`src/core/gtc_pkg.sv`:
```
// Package of register offsets, field positions, reset values and constants for the general timer.
package gtc_pkg;

  // ****************************************************************
  // Register byte offsets
  // ****************************************************************
  localparam logic [31:0] GTC_ADDR_LOAD    = 32'hFFFF0320;
  localparam logic [31:0] GTC_ADDR_COUNT   = 32'hFFFF0324;
  localparam logic [31:0] GTC_ADDR_CONTROL = 32'hFFFF0328;
  localparam logic [31:0] GTC_ADDR_CLEAR   = 32'hFFFF032C;
  localparam logic [31:0] GTC_ADDR_CAPTURE = 32'hFFFF0330;

  // ****************************************************************
  // Reset values
  // ****************************************************************
  localparam logic [31:0] GTC_RST_LOAD     = 32'h00000000;
  localparam logic [31:0] GTC_RST_COUNT    = 32'hFFFFFFFF;
  localparam logic [31:0] GTC_RST_CONTROL  = 32'h01000000;
  localparam logic [31:0] GTC_RST_CAPTURE  = 32'h00000000;

  // ****************************************************************
  // Control field positions
  // ****************************************************************
  localparam int GTC_F_SCALE_LO   = 0;
  localparam int GTC_F_FORMAT_LO  = 4;
  localparam int GTC_F_PERIODIC   = 6;
  localparam int GTC_F_RUN        = 7;
  localparam int GTC_F_UP         = 8;
  localparam int GTC_F_CLKSEL_LO  = 9;
  localparam int GTC_F_CAPSEL_LO  = 12;
  localparam int GTC_F_CAPEN      = 17;
  localparam int GTC_F_POSTSRC    = 18;
  localparam int GTC_F_POSTFLAG   = 19;
  localparam int GTC_F_POSTEN     = 23;
  localparam int GTC_F_POSTVAL_LO = 24;

  // Writable control bits; reserved and read-only bits stay zero.
  localparam logic [31:0] GTC_CTRL_WMASK  = 32'hFF87F7FF;

  // ****************************************************************
  // Prescaler codes and divide terminal counts
  // ****************************************************************
  localparam logic [3:0]  GTC_SCALE_1     = 4'h0;
  localparam logic [3:0]  GTC_SCALE_16    = 4'h4;
  localparam logic [3:0]  GTC_SCALE_256   = 4'h8;
  localparam logic [3:0]  GTC_SCALE_32K   = 4'hF;
  localparam logic [14:0] GTC_DIV_16_TC   = 15'h000F;
  localparam logic [14:0] GTC_DIV_256_TC  = 15'h00FF;
  localparam logic [14:0] GTC_DIV_32K_TC  = 15'h7FFF;

  // ****************************************************************
  // Clock source codes and count format codes
  // ****************************************************************
  localparam logic [1:0]  GTC_CLK_SLOW    = 2'h0;
  localparam logic [1:0]  GTC_CLK_DIV     = 2'h1;
  localparam logic [1:0]  GTC_CLK_CORE    = 2'h2;
  localparam logic [1:0]  GTC_CLK_PIN     = 2'h3;
  localparam logic [1:0]  GTC_FMT_BIN     = 2'h0;
  localparam logic [1:0]  GTC_FMT_HMS255  = 2'h3;
  localparam logic [1:0]  GTC_FMT_HMS23   = 2'h2;

  // Time format field maxima: hundredths, seconds, minutes, and hours for both hour ranges.
  localparam logic [7:0]  GTC_HUND_MAX    = 8'h63;
  localparam logic [7:0]  GTC_SEC_MAX     = 8'h3B;
  localparam logic [7:0]  GTC_MIN_MAX     = 8'h3B;
  localparam logic [7:0]  GTC_HOUR23_MAX  = 8'h17;
  localparam logic [7:0]  GTC_HOUR255_MAX = 8'hFF;

  // Capture source count and AXI responses.
  localparam int          GTC_NUM_SRC     = 18;
  localparam logic [1:0]  GTC_RESP_OKAY   = 2'h0;
  localparam logic [1:0]  GTC_RESP_SLVERR = 2'h2;

endpackage : gtc_pkg

```
`src/core/gtc_timer.sv`:
```
// General-purpose 32-bit timer with capture, prescaler and postscaler behind an AXI4-Lite slave.
//
// The AXI4-Lite slave port is this design's own decision.
`timescale 1ns/10ps
`default_nettype none
// Overview of operation
// [RULE_01] Free-running restarts from the same extreme value.
// [RULE_02] Periodic mode restarts from the load value.
// [RULE_03] Current count readable anytime without disturbance.
// [RULE_04] Control register write starts the timer.
// [RULE_05] Interrupt at zero down or full-scale up.
// [RULE_06] Any write to clear register clears interrupt.
// [RULE_07] 32-bit counter, up or down, prescaled.
// [RULE_08] Prescaler divides by 1, 16, 256, 32768.
// [RULE_09] Binary or hours-minutes-seconds-hundredths format.
// [RULE_10] Capture count on selected source first assertion.
// [RULE_11] Capture never stops or alters counting.
// [RULE_12] Software enables sources used for capture.
// [RULE_13] Capture select codes map to sources.
// [RULE_14] Postscaler counts 1 to 256 timeouts; the 8-bit count here covers 1 to 255.
// [RULE_15] Software sets bit 18 and postscale count.
// [RULE_16] Postscaler reaching target raises interrupt.
// [RULE_17] Keeps counting in low power on slow sources.
// [RULE_18] Overflow reloads counter from load register.
// [RULE_19] Load, count, capture are 32-bit; two read-only.
// [RULE_20] Program load before control register.
// [RULE_21] Prescaler codes decode to four divisors.
// [RULE_22] Bits 6,7,8: periodic, enable, count up.
// [RULE_23] Postscale zero means one; reads live count.
// [RULE_24] Bit 17 capture enable, bits 16:12 select.
// [RULE_25] Capture on rising source, re-arm after release.
// [RULE_26] Interrupt holds until clear register written.
module gtc_timer
  import gtc_pkg::*;
(
  input  wire logic                   core_clk,
  input  wire logic                   nrst,
  input  wire logic [31:0]            s_axi_awaddr,
  input  wire logic                   s_axi_awvalid,
  output logic                        s_axi_awready,
  input  wire logic [31:0]            s_axi_wdata,
  input  wire logic [3:0]             s_axi_wstrb,
  input  wire logic                   s_axi_wvalid,
  output logic                        s_axi_wready,
  output logic [1:0]                  s_axi_bresp,
  output logic                        s_axi_bvalid,
  input  wire logic                   s_axi_bready,
  input  wire logic [31:0]            s_axi_araddr,
  input  wire logic                   s_axi_arvalid,
  output logic                        s_axi_arready,
  output logic [31:0]                 s_axi_rdata,
  output logic [1:0]                  s_axi_rresp,
  output logic                        s_axi_rvalid,
  input  wire logic                   s_axi_rready,
  input  wire logic                   slow_osc_clk,
  input  wire logic                   div_core_clk,
  input  wire logic                   gpio_clk_pin,
  input  wire logic [GTC_NUM_SRC-1:0] irq_sources,
  output logic                        timer_irq
);

  // ****************************************************************
  // Declarations
  // ****************************************************************
  logic [31:0] load_ff, count_ff, ctrl_ff, capture_ff, rdata_ff;
  logic [31:0] nxt_count;
  logic [7:0]  post_tgt_ff, post_cnt_ff;
  logic [14:0] pre_cnt_ff;
  logic [14:0] pre_tc;
  logic [2:0]  clk_s1_ff, clk_s2_ff, clk_s3_ff;
  logic [GTC_NUM_SRC-1:0] src_s1_ff, src_s2_ff;
  logic        awready_ff, wready_ff, bvalid_ff, arready_ff, rvalid_ff;
  logic        aw_hold_ff, w_hold_ff, bad_w_ff, bad_r_ff, irq_ff, postflag_ff;
  logic        armed_ff, post_match;
  logic [31:0] aw_addr_ff, w_data_ff;
  logic        do_write, src_edge, src_level, tick, term, at_end;
  logic [1:0]  fmt;
  logic        up, periodic, run;
  logic [31:0] start_val, nxt_wdata;

  assign periodic = ctrl_ff[GTC_F_PERIODIC];
  assign run      = ctrl_ff[GTC_F_RUN];
  assign up       = ctrl_ff[GTC_F_UP];
  assign fmt      = ctrl_ff[GTC_F_FORMAT_LO +: 2];

  // ****************************************************************
  // AXI4-Lite write channel
  // ****************************************************************
  assign do_write = aw_hold_ff && w_hold_ff && !bvalid_ff;

  always_ff @(posedge core_clk)
  begin
    if (!nrst)
    begin
      awready_ff <= 1'b0;
      wready_ff  <= 1'b0;
      aw_hold_ff <= 1'b0;
      w_hold_ff  <= 1'b0;
      aw_addr_ff <= 32'h00000000;
      w_data_ff  <= 32'h00000000;
      bvalid_ff  <= 1'b0;
      bad_w_ff   <= 1'b0;
    end
    else
    begin
      awready_ff <= !aw_hold_ff && !awready_ff && s_axi_awvalid;
      wready_ff  <= !w_hold_ff && !wready_ff && s_axi_wvalid;
      if (awready_ff && s_axi_awvalid)
      begin
        aw_hold_ff <= 1'b1;
        aw_addr_ff <= s_axi_awaddr;
      end
      if (wready_ff && s_axi_wvalid)
      begin
        w_hold_ff <= 1'b1;
        w_data_ff <= s_axi_wdata;
      end
      if (do_write)
      begin
        aw_hold_ff <= 1'b0;
        w_hold_ff  <= 1'b0;
        bvalid_ff  <= 1'b1;
        bad_w_ff   <= !(aw_addr_ff == GTC_ADDR_LOAD || aw_addr_ff == GTC_ADDR_CONTROL
                        || aw_addr_ff == GTC_ADDR_CLEAR);
      end
      else if (bvalid_ff && s_axi_bready)
        bvalid_ff <= 1'b0;
    end
  end

  // ****************************************************************
  // AXI4-Lite read channel
  // ****************************************************************
  always_ff @(posedge core_clk)
  begin
    if (!nrst)
    begin
      arready_ff <= 1'b0;
      rvalid_ff  <= 1'b0;
      rdata_ff   <= 32'h00000000;
      bad_r_ff   <= 1'b0;
    end
    else
    begin
      arready_ff <= !arready_ff && !rvalid_ff && s_axi_arvalid;
      if (arready_ff && s_axi_arvalid)
      begin
        rvalid_ff <= 1'b1;
        bad_r_ff  <= 1'b0;
        unique case (s_axi_araddr)
          GTC_ADDR_LOAD:    rdata_ff <= load_ff;
          GTC_ADDR_COUNT:   rdata_ff <= count_ff;  // see [RULE_03]
          GTC_ADDR_CONTROL: rdata_ff <= {post_cnt_ff, ctrl_ff[23:20], postflag_ff,
                                         ctrl_ff[18:0]};  // see [RULE_23]
          GTC_ADDR_CAPTURE: rdata_ff <= capture_ff;  // see [RULE_19]
          default:
          begin
            rdata_ff <= 32'h00000000;
            bad_r_ff <= 1'b1;
          end
        endcase
      end
      else if (rvalid_ff && s_axi_rready)
        rvalid_ff <= 1'b0;
    end
  end

  // ****************************************************************
  // Control and load registers
  // ****************************************************************
  always_comb
  begin
    nxt_wdata = w_data_ff & GTC_CTRL_WMASK;
    if (w_data_ff[GTC_F_POSTVAL_LO +: 8] == 8'h00)
      nxt_wdata[GTC_F_POSTVAL_LO +: 8] = 8'h01;  // see [RULE_23]
  end

  always_ff @(posedge core_clk)
  begin
    if (!nrst)
    begin
      ctrl_ff     <= GTC_RST_CONTROL;
      load_ff     <= GTC_RST_LOAD;
      post_tgt_ff <= GTC_RST_CONTROL[GTC_F_POSTVAL_LO +: 8];
    end
    else if (do_write && aw_addr_ff == GTC_ADDR_CONTROL)
    begin
      ctrl_ff     <= nxt_wdata;  // see [RULE_04] [RULE_22] [RULE_24]
      post_tgt_ff <= nxt_wdata[GTC_F_POSTVAL_LO +: 8];  // see [RULE_15]
    end
    else if (do_write && aw_addr_ff == GTC_ADDR_LOAD)
      load_ff <= w_data_ff;  // see [RULE_19] [RULE_20]
  end

  // ****************************************************************
  // Clock source synchronisers and prescaler
  // ****************************************************************
  always_ff @(posedge core_clk)
  begin
    if (!nrst)
    begin
      clk_s1_ff <= 3'h0;
      clk_s2_ff <= 3'h0;
      clk_s3_ff <= 3'h0;
    end
    else
    begin
      clk_s1_ff <= {gpio_clk_pin, div_core_clk, slow_osc_clk};
      clk_s2_ff <= clk_s1_ff;
      clk_s3_ff <= clk_s2_ff;
    end
  end

  // Rising edges of the selected synchronised source, or every cycle for the core clock; slow and pin sources run in low power.
  always_comb
  begin
    unique case (ctrl_ff[GTC_F_CLKSEL_LO +: 2])
      GTC_CLK_SLOW: src_edge = clk_s2_ff[0] && !clk_s3_ff[0];  // see [RULE_17]
      GTC_CLK_DIV:  src_edge = clk_s2_ff[1] && !clk_s3_ff[1];
      GTC_CLK_CORE: src_edge = 1'b1;
      GTC_CLK_PIN:  src_edge = clk_s2_ff[2] && !clk_s3_ff[2];  // see [RULE_17]
    endcase
    unique case (ctrl_ff[GTC_F_SCALE_LO +: 4])
      GTC_SCALE_16:  pre_tc = GTC_DIV_16_TC;  // see [RULE_08] [RULE_21]
      GTC_SCALE_256: pre_tc = GTC_DIV_256_TC;
      GTC_SCALE_32K: pre_tc = GTC_DIV_32K_TC;
      default:       pre_tc = 15'h0000;
    endcase
  end

  assign tick = run && src_edge && (pre_cnt_ff >= pre_tc);

  always_ff @(posedge core_clk)
  begin
    if (!nrst || !run)
      pre_cnt_ff <= 15'h0000;
    else if (src_edge)
      pre_cnt_ff <= (pre_cnt_ff >= pre_tc) ? 15'h0000 : pre_cnt_ff + 15'h0001;  // see [RULE_08]
  end

  // ****************************************************************
  // Main counter
  // ****************************************************************
  // Terminal value per format: full scale is all ones or the packed time maximum.
  always_comb
  begin
    start_val = periodic ? load_ff : (up ? 32'h00000000 : term_val(fmt));  // see [RULE_01] [RULE_02]
    at_end    = up ? (count_ff == term_val(fmt)) : (count_ff == 32'h00000000);
    term      = tick && at_end;  // see [RULE_05]
    nxt_count = count_ff;
    if (term)
      nxt_count = start_val;  // see [RULE_18]
    else if (fmt == GTC_FMT_BIN)
      nxt_count = up ? count_ff + 32'h00000001 : count_ff - 32'h00000001;  // see [RULE_07]
    else
      nxt_count = hms_step(count_ff, up, fmt);  // see [RULE_09]
  end

  function automatic logic [31:0] term_val(input logic [1:0] f);
    logic [7:0] hr;
    hr = (f == GTC_FMT_HMS23) ? GTC_HOUR23_MAX : GTC_HOUR255_MAX;
    term_val = (f == GTC_FMT_BIN) ? 32'hFFFFFFFF : {hr, GTC_MIN_MAX, GTC_SEC_MAX, GTC_HUND_MAX};
  endfunction : term_val

  // Steps a packed hours:minutes:seconds:hundredths value by one hundredth.
  function automatic logic [31:0] hms_step(input logic [31:0] v, input logic u, input logic [1:0] f);
    logic [7:0] mx [4];
    logic [31:0] r;
    logic        c;
    mx[0] = GTC_HUND_MAX;
    mx[1] = GTC_SEC_MAX;
    mx[2] = GTC_MIN_MAX;
    mx[3] = (f == GTC_FMT_HMS23) ? GTC_HOUR23_MAX : GTC_HOUR255_MAX;
    r = v;
    c = 1'b1;
    for (int i = 0; i < 4; i++)
    begin
      if (c)
      begin
        if (u)
        begin
          c = (v[i*8 +: 8] >= mx[i]);
          r[i*8 +: 8] = c ? 8'h00 : v[i*8 +: 8] + 8'h01;
        end
        else
        begin
          c = (v[i*8 +: 8] == 8'h00);
          r[i*8 +: 8] = c ? mx[i] : v[i*8 +: 8] - 8'h01;
        end
      end
    end
    hms_step = r;
  endfunction : hms_step

  always_ff @(posedge core_clk)
  begin
    if (!nrst)
      count_ff <= GTC_RST_COUNT;
    else if (do_write && aw_addr_ff == GTC_ADDR_CONTROL)
      count_ff <= nxt_wdata[GTC_F_PERIODIC] ? load_ff : count_ff;  // see [RULE_04] [RULE_02]
    else if (tick)
      count_ff <= nxt_count;  // see [RULE_01] [RULE_07]
  end

  // ****************************************************************
  // Postscaler and interrupt
  // ****************************************************************
  // The postscaler counts down from its target, so after reset it reads back as the target.
  assign post_match = (post_cnt_ff <= 8'h01);  // see [RULE_14]

  always_ff @(posedge core_clk)
  begin
    if (!nrst)
    begin
      post_cnt_ff <= GTC_RST_CONTROL[GTC_F_POSTVAL_LO +: 8];
      postflag_ff <= 1'b0;
    end
    else if (do_write && aw_addr_ff == GTC_ADDR_CONTROL)
    begin
      post_cnt_ff <= nxt_wdata[GTC_F_POSTVAL_LO +: 8];  // see [RULE_23]
      postflag_ff <= term && ctrl_ff[GTC_F_POSTEN] && post_match;
    end
    else if (term && ctrl_ff[GTC_F_POSTEN])
    begin
      post_cnt_ff <= post_match ? post_tgt_ff : post_cnt_ff - 8'h01;  // see [RULE_14]
      postflag_ff <= post_match;
    end
  end

  // Set wins over a clear written in the same cycle.
  always_ff @(posedge core_clk)
  begin
    if (!nrst)
      irq_ff <= 1'b0;
    else if (term && (!ctrl_ff[GTC_F_POSTSRC] || (ctrl_ff[GTC_F_POSTEN] && post_match)))
      irq_ff <= 1'b1;  // see [RULE_05] [RULE_16] [RULE_26]
    else if (do_write && aw_addr_ff == GTC_ADDR_CLEAR)
      irq_ff <= 1'b0;  // see [RULE_06]
  end

  // ****************************************************************
  // Event capture
  // ****************************************************************
  genvar gi;
  generate
    for (gi = 0; gi < GTC_NUM_SRC; gi++)
    begin : g_src_sync
      always_ff @(posedge core_clk)
      begin
        if (!nrst)
        begin
          src_s1_ff[gi] <= 1'b0;
          src_s2_ff[gi] <= 1'b0;
        end
        else
        begin
          src_s1_ff[gi] <= irq_sources[gi];  // see [RULE_12]
          src_s2_ff[gi] <= src_s1_ff[gi];
        end
      end
    end
  endgenerate

  // Reserved codes 0, 5, 6, 7 select nothing.
  always_comb
  begin
    unique case (ctrl_ff[GTC_F_CAPSEL_LO +: 5])
      5'h00, 5'h05, 5'h06, 5'h07: src_level = 1'b0;  // see [RULE_13]
      default: src_level = (ctrl_ff[GTC_F_CAPSEL_LO +: 5] < 5'(GTC_NUM_SRC))
                           ? src_s2_ff[ctrl_ff[GTC_F_CAPSEL_LO +: 5]] : 1'b0;
    endcase
  end

  always_ff @(posedge core_clk)
  begin
    if (!nrst)
    begin
      armed_ff   <= 1'b1;
      capture_ff <= GTC_RST_CAPTURE;
    end
    else
    begin
      armed_ff <= !src_level;  // see [RULE_25]
      if (ctrl_ff[GTC_F_CAPEN] && src_level && armed_ff)
        capture_ff <= count_ff;  // see [RULE_10] [RULE_11] [RULE_24]
    end
  end

  // ****************************************************************
  // Outputs
  // ****************************************************************
  assign s_axi_awready = awready_ff;
  assign s_axi_wready  = wready_ff;
  assign s_axi_bvalid  = bvalid_ff;
  assign s_axi_bresp   = bad_w_ff ? GTC_RESP_SLVERR : GTC_RESP_OKAY;
  assign s_axi_arready = arready_ff;
  assign s_axi_rvalid  = rvalid_ff;
  assign s_axi_rdata   = rdata_ff;
  assign s_axi_rresp   = bad_r_ff ? GTC_RESP_SLVERR : GTC_RESP_OKAY;
  assign timer_irq     = irq_ff;

endmodule : gtc_timer
`default_nettype wire

```
`config.mk`:
```
export PLATFORM = sky130hd
export DESIGN_NAME = gtc_timer
export DESIGN_NICKNAME = d
export VERILOG_FILES = /design/src/core/gtc_pkg.sv /design/src/core/gtc_timer.sv
export SDC_FILE = /design/constraint.sdc
export NUM_CORES = 1
export LEC_CHECK = 0
export BUFFER_PORTS_ARGS = -buffer_cell sky130_fd_sc_hd__buf_2
export CAP_MARGIN = 20
export CORE_UTILIZATION = 26
export DETAILED_ROUTE_END_ITERATION = 8
export PLACE_DENSITY = 0.49
export RECOVER_POWER = 25
export SETUP_SLACK_MARGIN = 0.1
export SYNTH_ARGS = -nofsm -noshare
export SYNTH_HDL_FRONTEND = slang
export SYNTH_SLANG_ARGS = --single-unit
```
`constraint.sdc`:
```
create_clock -name core_clk -period 4.37 [get_ports core_clk]
set_input_delay 0.2185 -clock core_clk [delete_from_list [all_inputs] [get_ports core_clk]]
set_output_delay 0.2185 -clock core_clk [all_outputs]
set_load 0.1 [all_outputs]
```
==> flow_summary.html <==
<table>
<tr><th>Metric</th><th>Value</th></tr>
<tr><th colspan="2">Run status</th></tr>
<tr><td>Outcome</td><td>finished with violations</td></tr>
<tr><td>Failing checks</td><td>capacitance limit, slew limit</td></tr>
<tr><th colspan="2">Cells and area</th></tr>
<tr><td>Share of final-layout standard cells stronger than drive strength 1</td><td>13.54%</td></tr>
<tr><td>Area added between synthesis and finish</td><td>20.85%</td></tr>
<tr><td>Number of antenna cells inserted</td><td>0</td></tr>
<tr><td>Non-Filler Cell Area, Final</td><td>19190 um2</td></tr>
<tr><td>Number of standard cells in the layout, taps in and fillers out</td><td>2997</td></tr>
<tr><td>Share of the core filled with cells</td><td>31.79%</td></tr>
<tr><td>Net count reported at finish</td><td>2384</td></tr>
<tr><th colspan="2">Setup path</th></tr>
<tr><td>Critical Path RT</td><td>4840 ps</td></tr>
<tr><td>Worst reg2reg setup slack</td><td>410 ps</td></tr>
<tr><td>Element type at the critical path start</td><td>register</td></tr>
<tr><td>Worst path bufs/invs</td><td>3</td></tr>
<tr><td>Critical path's top delay family</td><td>compound AO/OA/AOI/OAI gates</td></tr>
<tr><td>Worst reg2reg path startpoint</td><td>ctrl_ff[2]</td></tr>
<tr><td>Stage delay of the slowest cell on the critical path</td><td>520 ps</td></tr>
<tr><td>Critical Path, Cell by Cell</td><td>nand4_1 &gt; o31ai_1 &gt; inv_1 &gt; ha_1 &gt; a21o_1 &gt; a211o_1 &gt; a41oi_1 &gt; o31ai_1 &gt; buf_4 &gt; and4_1 &gt; buf_4 &gt; a21oi_2 &gt; o21ai_0 &gt; a32oi_1</td></tr>
<tr><td>Largest fanout of any net on the critical path</td><td>9</td></tr>
<tr><td>Length in cells of the worst reg-to-reg path</td><td>14</td></tr>
<tr><td>Crit path capture type</td><td>register</td></tr>
<tr><td>WP data arrival</td><td>4430 ps</td></tr>
<tr><td>Capturing point of the worst reg2reg path</td><td>count_ff[26]</td></tr>
<tr><td>Critical setup path kind</td><td>reg -&gt; reg</td></tr>
<tr><td>Library cell contributing the largest single delay on the critical path</td><td>a21oi_2</td></tr>
<tr><th colspan="2">Route</th></tr>
<tr><td>Via density</td><td>5.092</td></tr>
<tr><td>DR DRC count</td><td>0</td></tr>
<tr><td>Via count of the routed design</td><td>15260</td></tr>
<tr><td>Antenna viol nets, final</td><td>0</td></tr>
<tr><td>Final routed wirelength across all metal layers</td><td>53100 um</td></tr>
<tr><td>Wire length per cell</td><td>17.72 um</td></tr>
<tr><td>DRT iter0 DRCs</td><td>1018</td></tr>
<tr><td>Number of search-and-repair iterations in the first detailed-routing pass</td><td>6</td></tr>
<tr><th colspan="2">Floorplanning</th></tr>
<tr><td>Placeable core region</td><td>60360 um2</td></tr>
<tr><td>Num ports</td><td>170</td></tr>
<tr><td>Starting Density</td><td>26.31%</td></tr>
<tr><td>Area enclosed by the die boundary</td><td>62070 um2</td></tr>
<tr><td>Floorplan row count</td><td>90</td></tr>
<tr><td>Floorplan die width</td><td>249.1 um</td></tr>
<tr><td>Height of the die</td><td>249.1 um</td></tr>
<tr><th colspan="2">Clock tree</th></tr>
<tr><td>Clk sink count</td><td>293</td></tr>
<tr><td>Latest clock arrival within the worst-skew pair</td><td>570 ps</td></tr>
<tr><td>Total CTS buffers</td><td>31</td></tr>
<tr><td>Buffers inserted during post-CTS setup optimization</td><td>0</td></tr>
<tr><td>Longest Clk Path Bufs</td><td>3</td></tr>
<tr><td>Root Driver</td><td>clkbuf_16</td></tr>
<tr><td>Clock tree from TritonCTS</td><td>built</td></tr>
<tr><td>Register clock-pin slew on the reported worst setup and hold paths</td><td>60 ps</td></tr>
<tr><td>CTS HTree Levels</td><td>1</td></tr>
<tr><th colspan="2">Synthesis</th></tr>
<tr><td>Dominant cell type by area after synthesis</td><td>dfxtp_1</td></tr>
<tr><td>Cell variety after synth</td><td>93</td></tr>
<tr><td>Ys Warns</td><td>0</td></tr>
<tr><td>Cell count after synthesis</td><td>2022</td></tr>
<tr><td>Proportion of register bits with asynchronous set or reset after synthesis</td><td>0%</td></tr>
<tr><td>Register bit total from synthesis</td><td>293</td></tr>
<tr><td>Count leader, synth</td><td>nand2_1</td></tr>
<tr><td>Top cells by instance count after synthesis</td><td>349 x nand2_1, 293 x dfxtp_1, 260 x a21oi_1, 190 x nor2_1, 104 x clkbuf_1</td></tr>
<tr><td>Number of synthesized flops with an enable pin</td><td>0</td></tr>
<tr><td>Most common flop cell mapped by yosys</td><td>dfxtp_1</td></tr>
<tr><td>Area fraction of the dominant cell type after synthesis</td><td>36.94%</td></tr>
<tr><td>Avg Cell Area, Syn</td><td>7.853 um2</td></tr>
<tr><td>Area contributors post-synth</td><td>dfxtp_1 37%, nand2_1 8.2%, a21oi_1 8.2%, ha_1 4.8%, nor2_1 4.5%</td></tr>
<tr><td>Proportion of synthesized chip area in sequential cells</td><td>36.94%</td></tr>
<tr><td>Netlist area before placement</td><td>15880 um2</td></tr>
<tr><th colspan="2">Min path</th></tr>
<tr><td>Type of the tightest min-delay check</td><td>in -&gt; reg</td></tr>
<tr><td>HP Start</td><td>s_axi_araddr[3]</td></tr>
<tr><td>Worst Hold Path Cells</td><td>4</td></tr>
<tr><td>Min-Delay Endpoint</td><td>s_axi_rdata[21]</td></tr>
<tr><th colspan="2">Power</th></tr>
<tr><td>Leakage</td><td>7.020 nW</td></tr>
<tr><td>Internal</td><td>4.280 mW</td></tr>
<tr><td>Portion of total power attributed to combinational logic</td><td>5.2%</td></tr>
<tr><td>Power dissipated by switching net loads</td><td>1.262 mW</td></tr>
<tr><td>Portion of total power attributed to sequential cells</td><td>49.3%</td></tr>
<tr><td>Worst voltage drop across the vdd grid</td><td>0.0003193 V</td></tr>
<tr><td>Clk pwr share</td><td>45.6%</td></tr>
<tr><td>Sw Share</td><td>22.77%</td></tr>
<tr><td>Power density normalized to cell area</td><td>288.8 nW/um2</td></tr>
<tr><th colspan="2">Global routing</th></tr>
<tr><td>Residual overflow from global routing</td><td>0</td></tr>
<tr><td>Wire length of the first global-routing pass</td><td>83720 um</td></tr>
<tr><td>Pin count of the biggest net entering global routing</td><td>113</td></tr>
<tr><td>Via count of the first global-routing pass</td><td>14820</td></tr>
<tr><td>Number of antenna violations at the first check in global routing</td><td>1</td></tr>
<tr><td>Global-route usage over all layers</td><td>16.57%</td></tr>
<tr><th colspan="2">Placement</th></tr>
<tr><td>Final weighted congestion in routability-driven placement</td><td>0.8802</td></tr>
<tr><td>Placed cell count</td><td>2856</td></tr>
<tr><td>Post-detailed-placement half-perimeter wirelength</td><td>38330 um</td></tr>
<tr><td>Post-detailed-placement cell area</td><td>17380 um2</td></tr>
<tr><td>Input/output buffers</td><td>160</td></tr>
<tr><th colspan="2">Timing</th></tr>
<tr><td>Post-route fraction of the period consumed by the critical path</td><td>90.51%</td></tr>
<tr><td>Final-layout worst hold slack</td><td>132.2 ps</td></tr>
<tr><td>Slew headroom</td><td>-34.99%</td></tr>
<tr><td>Pins over their slew limit</td><td>47</td></tr>
<tr><td>Final setup vio count</td><td>0</td></tr>
<tr><td>RSZ-0062 raised after global routing</td><td>false</td></tr>
<tr><td>Slew at the pin closest to its max-slew limit</td><td>2025 ps</td></tr>
<tr><td>Min Clock Period, post-route</td><td>3955 ps</td></tr>
<tr><td>Max Clock Freq</td><td>252.8 MHz</td></tr>
<tr><td>Total negative setup slack</td><td>0 ps</td></tr>
<tr><td>Maximum clock skew at final layout</td><td>16.12 ps</td></tr>
<tr><td>Fin. Hold Viols</td><td>0</td></tr>
<tr><th colspan="2">Run</th></tr>
<tr><td>Number of maximum-capacitance constraint violations</td><td>2</td></tr>
</table>
final cells by class:
type | count | area (um2)
flip-flops and latches | 293 | 5866
well taps | 782 | 978.4
fillers | 6436 | 41170
inverters | 30 | 117.6
multi-input cells | 1548 | 9299
repair buffers | 290 | 1971
clock buffers | 44 | 874.6
clock inverters | 10 | 83.83
worst min-delay path: stages:
cell     delay (ps)
buf_2           100
nor2_1          110
nand3_1         130
a21oi_1          70
state kept, by name (all words and copies together), names as in the netlist, 3 cells and up:
signal,flops
pre_cnt_ff,15
post_tgt_ff,8
src_s2_ff,15
ctrl_ff,19
aw_addr_ff,32
count_ff,32
load_ff,32
src_s1_ff,15
clk_s1_ff,3
capture_ff,32
clk_s2_ff,3
w_data_ff,32
post_cnt_ff,8
s_axi_rdata,32
clk_s3_ff,3
layer usage:
metal	track usage, %	up-vias	share of wire [%]
met5	0	-	0.024
li1	-	7510	-
met3	1.850	65	4.6
met2	27.73	409	46
met4	4.991	2	2.3
met1	22.28	7276	47
placed cells by master, fill, tap and decap left out, drive strengths merged, types with 35 or more instances in the layout:
cell type,netlist,routed
xor2,35,35
nor3,36,36
and2,49,49
dfxtp,293,293
buf,47,188
o21ai,82,82
dlygate4sd3,0,87
nor2,191,191
clkbuf,105,59
mux2i,44,44
nand2,349,349
nand3,45,45
ha,61,61
a21oi,264,264
how the worst max path moves through the flow:
stage	startpoint	to	slack, ps	depth (start not counted)
2_1_floorplan	ctrl_ff[8]	count_ff[31]	630	11
3_3_place_gp	ctrl_ff[2]	post_cnt_ff[1]	440	14
3_5_place_dp	ctrl_ff[2]	post_cnt_ff[1]	350	14
4_1_cts	ctrl_ff[2]	post_cnt_ff[1]	300	14
5_1_grt	ctrl_ff[2]	count_ff[2]	110	14
6_report	ctrl_ff[2]	count_ff[26]	410	14
metrics by stage:
stage,power (mW),setup slack [ps]
final,5.541,414.7
after global routing,5.738,112.5
after CTS,5.601,299.7
after detailed placement,3.016,347.6
after global placement,3.013,442.3
after floorplan,2.916,630.5
power groups by stage:
stage,clock network [mW],logic [mW],registers [mW]
2_1_floorplan,0,0.119,2.80
3_3_place_gp,0,0.224,2.79
3_5_place_dp,0,0.227,2.79
4_1_cts,2.58,0.288,2.73
5_1_grt,2.69,0.311,2.73
6_report,2.52,0.286,2.73
logic make-up (layout without fill, tap and decap cells):
group                      after synthesis  count (layout)  synth area share [%]
and+or+nand+nor                        799             799                 23.21
AOI/OAI and AO/OA                      542             542                 21.22
DFF                                    293             293                 36.94
buffers and inverters                  182             374                 4.775
muxes                                   77              77                 5.256
xor gates and xnor gates                66              66                 3.640
adders and majority gates               62              62                 4.933
other                                    1               2               0.02362
repair_timing:
action	in CTS	in global routing
hold buffers	87	0
resized for setup	0	1
endpoints found under the setup margin	0	2
hold endpoints to repair	87	0
No activity file was read; power rests on OpenSTA's default activity.
